[config.mk]
export PLATFORM = sky130hd
export DESIGN_NAME = abie_exec
export DESIGN_NICKNAME = d
export VERILOG_FILES = /design/src/design/abie_pkg.sv /design/src/design/abie_alu.sv /design/src/design/abie_exec.sv
export SDC_FILE = /design/constraint.sdc
export NUM_CORES = 1
export LEC_CHECK = 0
export BUFFER_PORTS_ARGS = -buffer_cell sky130_fd_sc_hd__buf_2
export CAP_MARGIN = 20
export CORE_MARGIN = 5
export CORE_UTILIZATION = 35
export CTS_CLUSTER_DIAMETER = 100
export CTS_CLUSTER_SIZE = 12
export DETAILED_ROUTE_END_ITERATION = 12
export GPL_TIMING_DRIVEN = 0
export SYNTH_ARGS = -nofsm -noshare
export SYNTH_HDL_FRONTEND = slang
export SYNTH_HIERARCHICAL = 1
export SYNTH_SLANG_ARGS = --single-unit
[constraint.sdc]
create_clock -name clk -period 4.7 [get_ports clk]
set_clock_uncertainty 0.05 [all_clocks]
set_input_delay 0.235 -clock clk [delete_from_list [all_inputs] [get_ports clk]]
set_output_delay 0.235 -clock clk [all_outputs]
set_load 0.02 [all_outputs]
[src/design/abie_pkg.sv]
// Constants and types shared by the add, AND and bit instruction executor
package abie_pkg;
  localparam int unsigned DATA_W = 8;
  localparam int unsigned INSTR_W = 14;
  localparam int unsigned FADDR_W = 7;
  localparam int unsigned BADDR_W = 6;
  localparam int unsigned BIDX_W = 3;

  // Opcode fields, bits 13:8 for byte and literal groups, 13:9 for bit group
  localparam logic [5:0] OPC_ADD_LIT = 6'h1C;
  localparam logic [5:0] OPC_AND_LIT = 6'h1B;
  localparam logic [5:0] OPC_ADD_REG = 6'h07;
  localparam logic [5:0] OPC_AND_REG = 6'h05;
  localparam logic [4:0] OPC_BIT_CLR = 5'h08;
  localparam logic [4:0] OPC_BIT_SET = 5'h09;
  localparam logic [4:0] OPC_BIT_TST = 5'h0A;

  // Field positions inside the instruction word
  localparam int unsigned OP6_LSB = 8;
  localparam int unsigned OP5_LSB = 9;
  localparam int unsigned DEST_POS = 7;
  localparam int unsigned BIDX_LSB = 6;
  localparam int unsigned LIT_LSB = 0;
  localparam int unsigned FADDR_LSB = 0;

  localparam logic DEST_ACC = 1'h0;
  localparam logic DEST_REG = 1'h1;

  // Reset values
  localparam logic [7:0] ACC_RST = 8'h00;
  localparam logic FLAG_RST = 1'h0;

  // Cycles taken by a bit test whose skip is taken
  localparam int unsigned SKIP_CYCLES = 2;

  typedef enum logic [2:0] {
    ABIE_K_NONE,
    ABIE_K_ADD_LIT,
    ABIE_K_ADD_REG,
    ABIE_K_AND_LIT,
    ABIE_K_AND_REG,
    ABIE_K_BIT_CLR,
    ABIE_K_BIT_SET,
    ABIE_K_BIT_TST
  } abie_kind_t;
endpackage : abie_pkg

[src/design/abie_alu.sv]
// Eight-bit add and AND unit with carry, half carry and zero outputs
module abie_alu #(
  parameter int unsigned W = 8
) (
  input wire logic [W-1:0] a,
  input wire logic [W-1:0] b,
  input wire logic op_and,
  output logic [W-1:0] result,
  output logic carry,
  output logic half_carry,
  output logic zero
);
  logic [W:0] sum;
  logic [4:0] low_sum;

  assign sum = {1'b0, a} + {1'b0, b};
  assign low_sum = {1'b0, a[3:0]} + {1'b0, b[3:0]};
  assign result = op_and ? (a & b) : sum[W-1:0];
  assign carry = sum[W];
  assign half_carry = low_sum[4];
  assign zero = (result == '0);
endmodule : abie_alu

[src/design/abie_exec.sv]
// Executor for literal and register add and AND and the bit clear, set and test-skip
module abie_exec (
  input wire logic clk,
  input wire logic rst,
  input wire logic instr_valid,
  input wire logic [13:0] instr,
  input wire logic [7:0] rf_rdata,
  output logic [6:0] rf_raddr,
  output logic rf_we_q,
  output logic [6:0] rf_waddr_q,
  output logic [7:0] rf_wdata_q,
  output logic [7:0] acc_q,
  output logic carry_q,
  output logic half_carry_flag_q,
  output logic zero_q,
  output logic skip_pending_q,
  output logic instr_squash,
  output logic instr_unknown
);
  abie_pkg::abie_kind_t kind;
  logic exec;
  logic dest;
  logic [2:0] bidx;
  logic [7:0] lit;
  logic [7:0] opnd;
  logic [7:0] alu_b;
  logic [7:0] alu_res;
  logic alu_c;
  logic alu_hc;
  logic alu_z;
  logic [7:0] bit_mask;
  logic is_lit;
  logic is_bit;

  assign dest = instr[abie_pkg::DEST_POS];
  assign bidx = instr[abie_pkg::BIDX_LSB +: abie_pkg::BIDX_W];
  assign lit = instr[abie_pkg::LIT_LSB +: abie_pkg::DATA_W];

  always_comb begin
    kind = abie_pkg::ABIE_K_NONE;
    case (instr[abie_pkg::OP6_LSB +: 6])
      abie_pkg::OPC_ADD_LIT: kind = abie_pkg::ABIE_K_ADD_LIT;
      abie_pkg::OPC_AND_LIT: kind = abie_pkg::ABIE_K_AND_LIT;
      abie_pkg::OPC_ADD_REG: kind = abie_pkg::ABIE_K_ADD_REG;
      abie_pkg::OPC_AND_REG: kind = abie_pkg::ABIE_K_AND_REG;
      default: begin
        // Bit group opcode is five bits wide, index sits just below it
        case (instr[abie_pkg::OP5_LSB +: 5])
          abie_pkg::OPC_BIT_CLR: kind = abie_pkg::ABIE_K_BIT_CLR;
          abie_pkg::OPC_BIT_SET: kind = abie_pkg::ABIE_K_BIT_SET;
          abie_pkg::OPC_BIT_TST: kind = abie_pkg::ABIE_K_BIT_TST;
          default: kind = abie_pkg::ABIE_K_NONE;
        endcase
      end
    endcase
  end

  assign is_lit = (kind == abie_pkg::ABIE_K_ADD_LIT) || (kind == abie_pkg::ABIE_K_AND_LIT);
  assign is_bit = (kind == abie_pkg::ABIE_K_BIT_CLR) || (kind == abie_pkg::ABIE_K_BIT_SET) ||
                  (kind == abie_pkg::ABIE_K_BIT_TST);

  assign instr_squash = instr_valid && skip_pending_q;
  assign exec = instr_valid && !skip_pending_q;
  // Other opcodes belong to other units; flagged so the core can route them
  assign instr_unknown = exec && (kind == abie_pkg::ABIE_K_NONE);

  assign rf_raddr = is_bit ? {1'b0, instr[abie_pkg::FADDR_LSB +: abie_pkg::BADDR_W]} :
                             instr[abie_pkg::FADDR_LSB +: abie_pkg::FADDR_W];

  // Forward the write still in flight so back-to-back use sees fresh data
  assign opnd = (rf_we_q && (rf_waddr_q == rf_raddr)) ? rf_wdata_q : rf_rdata;
  assign alu_b = is_lit ? lit : opnd;
  assign bit_mask = 8'h01 << bidx;

  abie_alu #(
    .W(abie_pkg::DATA_W)
  ) u_alu (
    .a(acc_q),
    .b(alu_b),
    .op_and((kind == abie_pkg::ABIE_K_AND_LIT) || (kind == abie_pkg::ABIE_K_AND_REG)),
    .result(alu_res),
    .carry(alu_c),
    .half_carry(alu_hc),
    .zero(alu_z)
  );

  always_ff @(posedge clk) begin
    if (rst) begin
      acc_q <= abie_pkg::ACC_RST;
    end else if (exec) begin
      case (kind)
        abie_pkg::ABIE_K_ADD_LIT, abie_pkg::ABIE_K_AND_LIT: acc_q <= alu_res;
        abie_pkg::ABIE_K_ADD_REG, abie_pkg::ABIE_K_AND_REG: begin
          if (dest == abie_pkg::DEST_ACC) begin
            acc_q <= alu_res;
          end
        end
        default: acc_q <= acc_q;
      endcase
    end
  end

  always_ff @(posedge clk) begin
    if (rst) begin
      carry_q <= abie_pkg::FLAG_RST;
      half_carry_flag_q <= abie_pkg::FLAG_RST;
      zero_q <= abie_pkg::FLAG_RST;
    end else if (exec) begin
      case (kind)
        abie_pkg::ABIE_K_ADD_LIT, abie_pkg::ABIE_K_ADD_REG: begin
          carry_q <= alu_c;
          half_carry_flag_q <= alu_hc;
          zero_q <= alu_z;
        end
        abie_pkg::ABIE_K_AND_LIT, abie_pkg::ABIE_K_AND_REG: zero_q <= alu_z;
        default: zero_q <= zero_q;
      endcase
    end
  end

  always_ff @(posedge clk) begin
    if (rst) begin
      rf_we_q <= 1'b0;
      rf_waddr_q <= '0;
      rf_wdata_q <= '0;
    end else begin
      rf_we_q <= 1'b0;
      if (exec) begin
        case (kind)
          abie_pkg::ABIE_K_ADD_REG, abie_pkg::ABIE_K_AND_REG: begin
            rf_we_q <= (dest == abie_pkg::DEST_REG);
            rf_waddr_q <= rf_raddr;
            rf_wdata_q <= alu_res;
          end
          abie_pkg::ABIE_K_BIT_CLR: begin
            rf_we_q <= 1'b1;
            rf_waddr_q <= rf_raddr;
            rf_wdata_q <= opnd & ~bit_mask;
          end
          abie_pkg::ABIE_K_BIT_SET: begin
            rf_we_q <= 1'b1;
            rf_waddr_q <= rf_raddr;
            rf_wdata_q <= opnd | bit_mask;
          end
          default: rf_we_q <= 1'b0;
        endcase
      end
    end
  end

  always_ff @(posedge clk) begin
    if (rst) begin
      skip_pending_q <= 1'b0;
    end else if (exec && (kind == abie_pkg::ABIE_K_BIT_TST)) begin
      skip_pending_q <= !opnd[bidx];
    end else if (instr_squash) begin
      skip_pending_q <= 1'b0;
    end
  end

  // Checks
  logic [8:0] chk_sum9;
  logic [4:0] chk_sum5;
  assign chk_sum9 = {1'b0, acc_q} + {1'b0, alu_b};
  assign chk_sum5 = {1'b0, acc_q[3:0]} + {1'b0, alu_b[3:0]};

  property p_add_lit;
    @(posedge clk) disable iff (rst)
    exec && kind == abie_pkg::ABIE_K_ADD_LIT |=> acc_q == $past(chk_sum9[7:0]) &&
      zero_q == (acc_q == 8'h00);
  endproperty
  a_add_lit: assert property (p_add_lit) else $error("literal add result wrong");

  property p_add_carry;
    @(posedge clk) disable iff (rst)
    exec && (kind == abie_pkg::ABIE_K_ADD_LIT || kind == abie_pkg::ABIE_K_ADD_REG) |=>
      carry_q == $past(chk_sum9[8]) && half_carry_flag_q == $past(chk_sum5[4]);
  endproperty
  a_add_carry: assert property (p_add_carry) else $error("add carry flags wrong");

  property p_add_reg_dest;
    @(posedge clk) disable iff (rst)
    exec && kind == abie_pkg::ABIE_K_ADD_REG && dest == abie_pkg::DEST_REG |=>
      rf_we_q && rf_waddr_q == $past(instr[6:0]) && $stable(acc_q) &&
      rf_wdata_q == $past(chk_sum9[7:0]);
  endproperty
  a_add_reg_dest: assert property (p_add_reg_dest) else $error("add to register wrong");

  property p_and_lit;
    @(posedge clk) disable iff (rst)
    exec && kind == abie_pkg::ABIE_K_AND_LIT |=> acc_q == ($past(acc_q) & $past(lit)) &&
      $stable(carry_q) && $stable(half_carry_flag_q);
  endproperty
  a_and_lit: assert property (p_and_lit) else $error("literal AND wrong");

  property p_and_reg;
    @(posedge clk) disable iff (rst)
    exec && kind == abie_pkg::ABIE_K_AND_REG && dest == abie_pkg::DEST_ACC |=>
      acc_q == ($past(acc_q) & $past(opnd)) && !rf_we_q && $stable(carry_q);
  endproperty
  a_and_reg: assert property (p_and_reg) else $error("register AND wrong");

  property p_bit_clr;
    @(posedge clk) disable iff (rst)
    exec && kind == abie_pkg::ABIE_K_BIT_CLR |=> rf_we_q &&
      rf_wdata_q == ($past(opnd) & ~$past(bit_mask)) && $stable({carry_q, zero_q});
  endproperty
  a_bit_clr: assert property (p_bit_clr) else $error("bit clear wrong");

  property p_bit_set;
    @(posedge clk) disable iff (rst)
    exec && kind == abie_pkg::ABIE_K_BIT_SET |=> rf_we_q &&
      rf_wdata_q == ($past(opnd) | $past(bit_mask)) && $stable(half_carry_flag_q);
  endproperty
  a_bit_set: assert property (p_bit_set) else $error("bit set wrong");

  property p_bit_tst;
    @(posedge clk) disable iff (rst)
    exec && kind == abie_pkg::ABIE_K_BIT_TST |=> skip_pending_q == !$past(opnd[bidx]) &&
      !rf_we_q && $stable({carry_q, half_carry_flag_q, zero_q});
  endproperty
  a_bit_tst: assert property (p_bit_tst) else $error("bit test skip wrong");

  property p_squash;
    @(posedge clk) disable iff (rst)
    instr_squash |=> $stable(acc_q) && !rf_we_q && !skip_pending_q && $stable(zero_q);
  endproperty
  a_squash: assert property (p_squash) else $error("skipped word took effect");

  property p_bit_addr;
    @(posedge clk) disable iff (rst)
    exec && is_bit |-> rf_raddr[6] == 1'b0 ##1 (!rf_we_q || rf_waddr_q[6] == 1'b0);
  endproperty
  a_bit_addr: assert property (p_bit_addr) else $error("bit address out of range");
endmodule : abie_exec

* Word-level counts from Yosys, hierarchy flattened
Index checks and enable logic that the tools add are counted.
Word-level totals: register bits after elaboration 28, output and inout bits 37, word-level logic and storage cells 75
Operators by class: add/sub/neg operators 2, magnitude comparators 1, equality and inequality tests 16, shift-type cells 1, mux-type cells 14, bitwise operators 5, reduce and logical (&&, ||, !) cells 28
Operators by type and width (count):
- $mux W8 | 4
- $pmux W8 S3 | 1
- $and A8 B8 Y8 | 2
- $pmux W8 S2 | 1
- $eq A5 B4 Y1 const B | 3
- $eq A3 B3 Y1 const B | 4
- $eq A6 B3 Y1 const B | 2
- $eq A6 B5 Y1 const B | 2
- $pmux W3 S4 | 1
- $reduce_or A2 Y1 | 5
- $add A8 B8 Y9 | 1
- $pmux W3 S3 | 1
- $logic_not A8 Y1 | 1
- $not A8 Y8 | 1
- $or A8 B8 Y8 | 1
- $reduce_and A2 Y1 | 4
- $reduce_or A4 Y1 | 2
- $shl A1 B3 Y8 const A | 1
- $eq A7 B7 Y1 | 1
- $mux W7 | 1
- $eq A3 B2 Y1 const B | 2
- $add A4 B4 Y5 | 1
- $logic_and A1 B1 Y1 | 5
- $logic_or A1 B1 Y1 | 4
- 12 further kinds | 16

* Depth between registers and ports, before layout
depth after elaboration 15, gate-level depth with buffers 18, mapped depth without buffers 15

* Hierarchy
The synthesis kept the hierarchy.
By module, submodules not included:
- abie_exec | times used 1, cells an instance 230, area each 1950.6 um^2
- abie_alu | times used 1, cells an instance 72, area each 549.3 um^2

* Worst setup path before layout
Ideal clock, no wire load.
path kind reg2reg, start point register rf_waddr_q[2], end point register rf_wdata_q[5], setup time 0.088 ns, arrival 3.286 ns, data required time 4.562 ns, path slack 1.275 ns, stages on the path, launching flop included 14, period minus slack after synthesis 3.425 ns, path through dfxtp_1 -> xor2_1 -> nor4_1 -> o2111ai_2 -> buf_6 -> mux2_1 -> mux2_2 -> ha_1 -> o21a_1 -> a21oi_1 -> or4b_1 -> nand3_1 -> nand2_1 -> a311oi_2
On the way: longest elaborated chain between the ends 7, elaborated cells on any way between the ends 10, classes of those cells add/sub (1); eq/ne (1); mux (4); bitwise (3); reduce/logical (1)
RTL lines:
- start: declaration | line abie_exec.sv:10 | output logic [6:0] rf_waddr_q,
- start signal: assignment | line abie_exec.sv:132 | rf_waddr_q <= rf_raddr;
- start signal: assignment | line abie_exec.sv:137 | rf_waddr_q <= rf_raddr;
- start signal: assignment | line abie_exec.sv:142 | rf_waddr_q <= rf_raddr;
- $eq A7 B7 Y1 | line abie_exec.sv:71 | assign opnd = (rf_we_q && (rf_waddr_q == rf_raddr)) ? rf_wdata_q : rf_rdata;
- $logic_and A1 B1 Y1 | line abie_exec.sv:71
- $mux W8 | line abie_exec.sv:71
- $mux W8 | line abie_exec.sv:72 | assign alu_b = is_lit ? lit : opnd;
- via alu_b[2] | line abie_exec.sv:26 | logic [7:0] alu_b;
- $add A8 B8 Y9
- $mux W8 | line abie_alu.sv:18 | assign result = op_and ? (a & b) : sum[W-1:0];
- via alu_res[5] | line abie_exec.sv:27 | logic [7:0] alu_res;
- $pmux W8 S3 | line abie_exec.sv:129 | case (kind)
- end signal: assignment | line abie_exec.sv:133 | rf_wdata_q <= alu_res;
- end signal: assignment | line abie_exec.sv:138 | rf_wdata_q <= opnd & ~bit_mask;
- end signal: assignment | line abie_exec.sv:143 | rf_wdata_q <= opnd | bit_mask;
- end: declaration | line abie_exec.sv:11 | output logic [7:0] rf_wdata_q,
The timed path passes the listed nets, and every way through them passes these cells. A chain may end at the register's enable or synchronous reset.

* Worst setup path in the final report
start point register rf_waddr_q[2], end point register zero_q
On the way: longest elaborated chain between the ends 7, elaborated cells on any way between the ends 8, classes of those cells add/sub (1); eq/ne (1); mux (3); bitwise (1); reduce/logical (2)
RTL lines:
- $eq A7 B7 Y1 | line abie_exec.sv:71
- $logic_and A1 B1 Y1 | line abie_exec.sv:71
- $mux W8 | line abie_exec.sv:71
- $mux W8 | line abie_exec.sv:72
- via alu_b[3] | line abie_exec.sv:26
- $add A8 B8 Y9
- $mux W8 | line abie_alu.sv:18
- via alu_res[6] | line abie_exec.sv:27
- $logic_not A8 Y1 | line abie_alu.sv:21 | assign zero = (result == '0);
- via alu_z | line abie_exec.sv:30 | logic alu_z;
- end signal: assignment | line abie_exec.sv:107 | zero_q <= abie_pkg::FLAG_RST;
- end signal: assignment | line abie_exec.sv:113 | zero_q <= alu_z;
- end signal: assignment | line abie_exec.sv:115 | abie_pkg::ABIE_K_AND_LIT, abie_pkg::ABIE_K_AND_REG: zero_q <= alu_z;
- end: declaration | line abie_exec.sv:15 | output logic zero_q,
The timed path passes the listed nets, and every way through them passes these cells.

==> flow_metrics.env <==
export IMPL_outcome="finished clean"
export IMPL_slew_viol_final=0
export IMPL_start_util_pct=36.4
export IMPL_synth_ff_type="dfxtp_1"
export IMPL_vias=2481
export IMPL_cts_root_buf="clkbuf_8"
export IMPL_synthToLayoutAreaGrowth_pct=19.5
export IMPL_max_freq_ghz=0.266
export IMPL_core_area_um2=6870
export IMPL_routed_wl_um=7360
export IMPL_period_share_pct=80.0
export IMPL_fin_setup_tns_ns=0
export IMPL_synth_area_um2=2500
export IMPL_ys_seq_area_share_pct=22.4
export IMPL_nFillCells=707
export IMPL_worst_path_buf_inv=2
export IMPL_dp_worst_setup_slack_ns=0.910
export IMPL_first_pass_iters=4
export IMPL_synth_edf_count=0
export IMPL_place_congestion=0.821
export IMPL_post_dp_hpwl_um=5830
export IMPL_synth_seq_cells=28
export IMPL_post_cts_resized=0
export IMPL_cts_clk_slew_worst_paths_ns=0.11
export IMPL_grtUsageTotal_pct=16.8
export IMPL_clock_sinks=28
export IMPL_critPathLaunchType="register"
export IMPL_grt_pass1_vias=2413
export IMPL_holdBufCountCts=0
export IMPL_clock_latency_ns=0.28
export IMPL_route_antenna_remaining_nets=0
export IMPL_cp_top_family="multiplexers"
export IMPL_grt_pass1_wl_um=12000
export IMPL_synth_cell_types=65
export IMPL_die_area_um2=8930
export IMPL_viasPerCell=5.38
export IMPL_async_reset_ff_share_pct=0
export IMPL_power_uw=628
export IMPL_syn_nets=336
export IMPL_power_per_cell_area_nw_per_um2=210
export IMPL_fp_dieH_um=94.5
export IMPL_drc=0
export IMPL_finalNetCount=400
export IMPL_cp_cell_sequence="xor2_1, nor4_1, o2111ai_2, buf_6, mux2_2, mux2_2, ha_1, a21o_1, a31oi_2, inv_2, mux2i_1, o22ai_1, nor4_2, mux2i_1, nor2_1"
export IMPL_numCtsBuffers=3
export IMPL_slew_headroom_pct=50.9
export IMPL_post_cts_buffers=0
export IMPL_finalSetupViolCount=0
export IMPL_fp_dieW_um=94.5
export IMPL_fin_crit_ns=3.76
export IMPL_synth_top_cells_by_count="nor2_1, dfxtp_1, nand2_1"
export IMPL_cap_violations=0
export IMPL_hold_violations=0
export IMPL_end_kind="register"
export IMPL_vdd_ir_drop_max_uv=111
export IMPL_yosysTopAreaCellShare_pct=22.4
export IMPL_yosysMostFrequentCell="nor2_1"
export IMPL_rows=30
export IMPL_cp_arrival_ns=3.93
export IMPL_gr_total_overflow=0
export IMPL_clockBufferDepth=2
export IMPL_required_ns=4.87
export IMPL_rsz0062_at_grt="no"
export IMPL_worstPathMaxFanout=10
export IMPL_leakage_uw=0.00136
export IMPL_synth_top_cell_by_area="dfxtp_1"
export IMPL_synth_warnings=6
export IMPL_cpMaxStageDelayCell="nor4_1"
export IMPL_antenna_found_initial=0
export IMPL_r2r_slack_ns=0.94
export IMPL_post_drt_wl_per_cell_um=16.0
export IMPL_io_buffers=59
export IMPL_tightest_slew_ns=0.734
export IMPL_drive_above_1_share_pct=30.1
export IMPL_grt_max_degree=17
export IMPL_path_class="register to register"
export IMPL_ioPinCount=62
export IMPL_ys_top_cells_by_area="dfxtp_1, mux2i_1, mux2_2"
export IMPL_synthCells=302
export IMPL_synth_area_per_cell_um2=8.28
export IMPL_cp_slowest_stage_delay_ns=0.37
export IMPL_fin_util_pct=43.5
export IMPL_cts_tree="yes"
export IMPL_fin_ws_ns=0.939
export IMPL_hold_class="primary input to register"
export IMPL_h_tree_depth=1
export IMPL_antennaDiodeCount=0
export IMPL_whs_ns=0.192
export IMPL_drtIter0Drc=130
worst register-to-register path, cell delays in order, from the launching register on:
cell and delay (ns):
dfxtp_1 0.34, xor2_1 0.16, nor4_1 0.37, o2111ai_2 0.24, buf_6 0.21, mux2_2 0.31
mux2_2 0.28, ha_1 0.37, a21o_1 0.24, a31oi_2 0.21, inv_2 0.07, mux2i_1 0.17
o22ai_1 0.17, nor4_2 0.30, mux2i_1 0.11, nor2_1 0.08
layout make-up:
class	count	area, um^2	share of cell area (%)
plain buffers	23	140	4.69
repair buffers	59	295	9.89
flip-flops and latches	28	561	18.8
multi-input cells	243	1770	59.2
inverters	8	30.0	1.01
clock inverters	1	30.0	1.01
well taps	96	120	4.02
clock buffers	3	41.3	1.38
final timing paths:
kind / to / cells after the start / from
worst min-delay path: rf_waddr_q[3] / 3 / instr[3]
worst min register to register: carry_q / 2 / carry_q
worst max register to register: zero_q / 15 / rf_waddr_q[2]
worst max-delay path: zero_q / 15 / rf_waddr_q[2]
state kept, by name, indices dropped and copies added, names as in the netlist:
signal             cells
acc_q                  8
carry_q                1
skip_pending_q         1
rf_wdata_q             8
zero_q                 1
rf_waddr_q             7
half_carry_flag_q      1
rf_we_q                1
where the power goes:
part | internal (uW) | total [uW] | switching [uW] | leakage (uW)
combinational | 73.3 | 183 | 110 | 0.00110
sequential | 243 | 248 | 4.98 | 0.000226
clock | 114 | 198 | 83.5 | 0.0000357
through the flow:
step,std cells,instance area [um^2]
floorplan,302,2500
global placement,457,2920
detailed placement,457,2920
CTS,461,2990
global route,461,2990
finish,461,2990
layer usage:
layer | track usage [%] | vias to the layer above | share of wire (%)
met5 | 0 | - | 0
met4 | 3.97 | 0 | 1.5
met3 | 2.31 | 10 | 5.5
met2 | 28.7 | 67 | 48
met1 | 22.3 | 1166 | 45
li1 | - | 1238 | -
layout by cell type, fill, tap and decap left out, drive strengths merged, types with 3 or more instances in the layout:
cell / instances
a2111oi: 3
and3: 3
mux2: 15
dfxtp: 28
a311oi: 9
mux2i: 21
and2: 3
clkbuf: 12
a21oi: 14
nand4: 3
nand2: 28
o21ai: 10
o21a: 3
buf: 73
inv: 8
nand3: 5
o2111ai: 6
nor2b: 11
nand2b: 7
ha: 9
nor3b: 7
a21o: 5
nor2: 37
xor2: 8
nor4b: 3
logic make-up after synthesis:
logic type,count (synthesis),synth area share [%]
fa+ha+maj,9,4.50
xor+xnor,8,2.80
compound gates,66,20.1
buf+inv,31,6.81
flops,28,22.4
mux,38,17.0
simple gates,122,26.4
No activity file was read; power rests on OpenSTA's default activity.
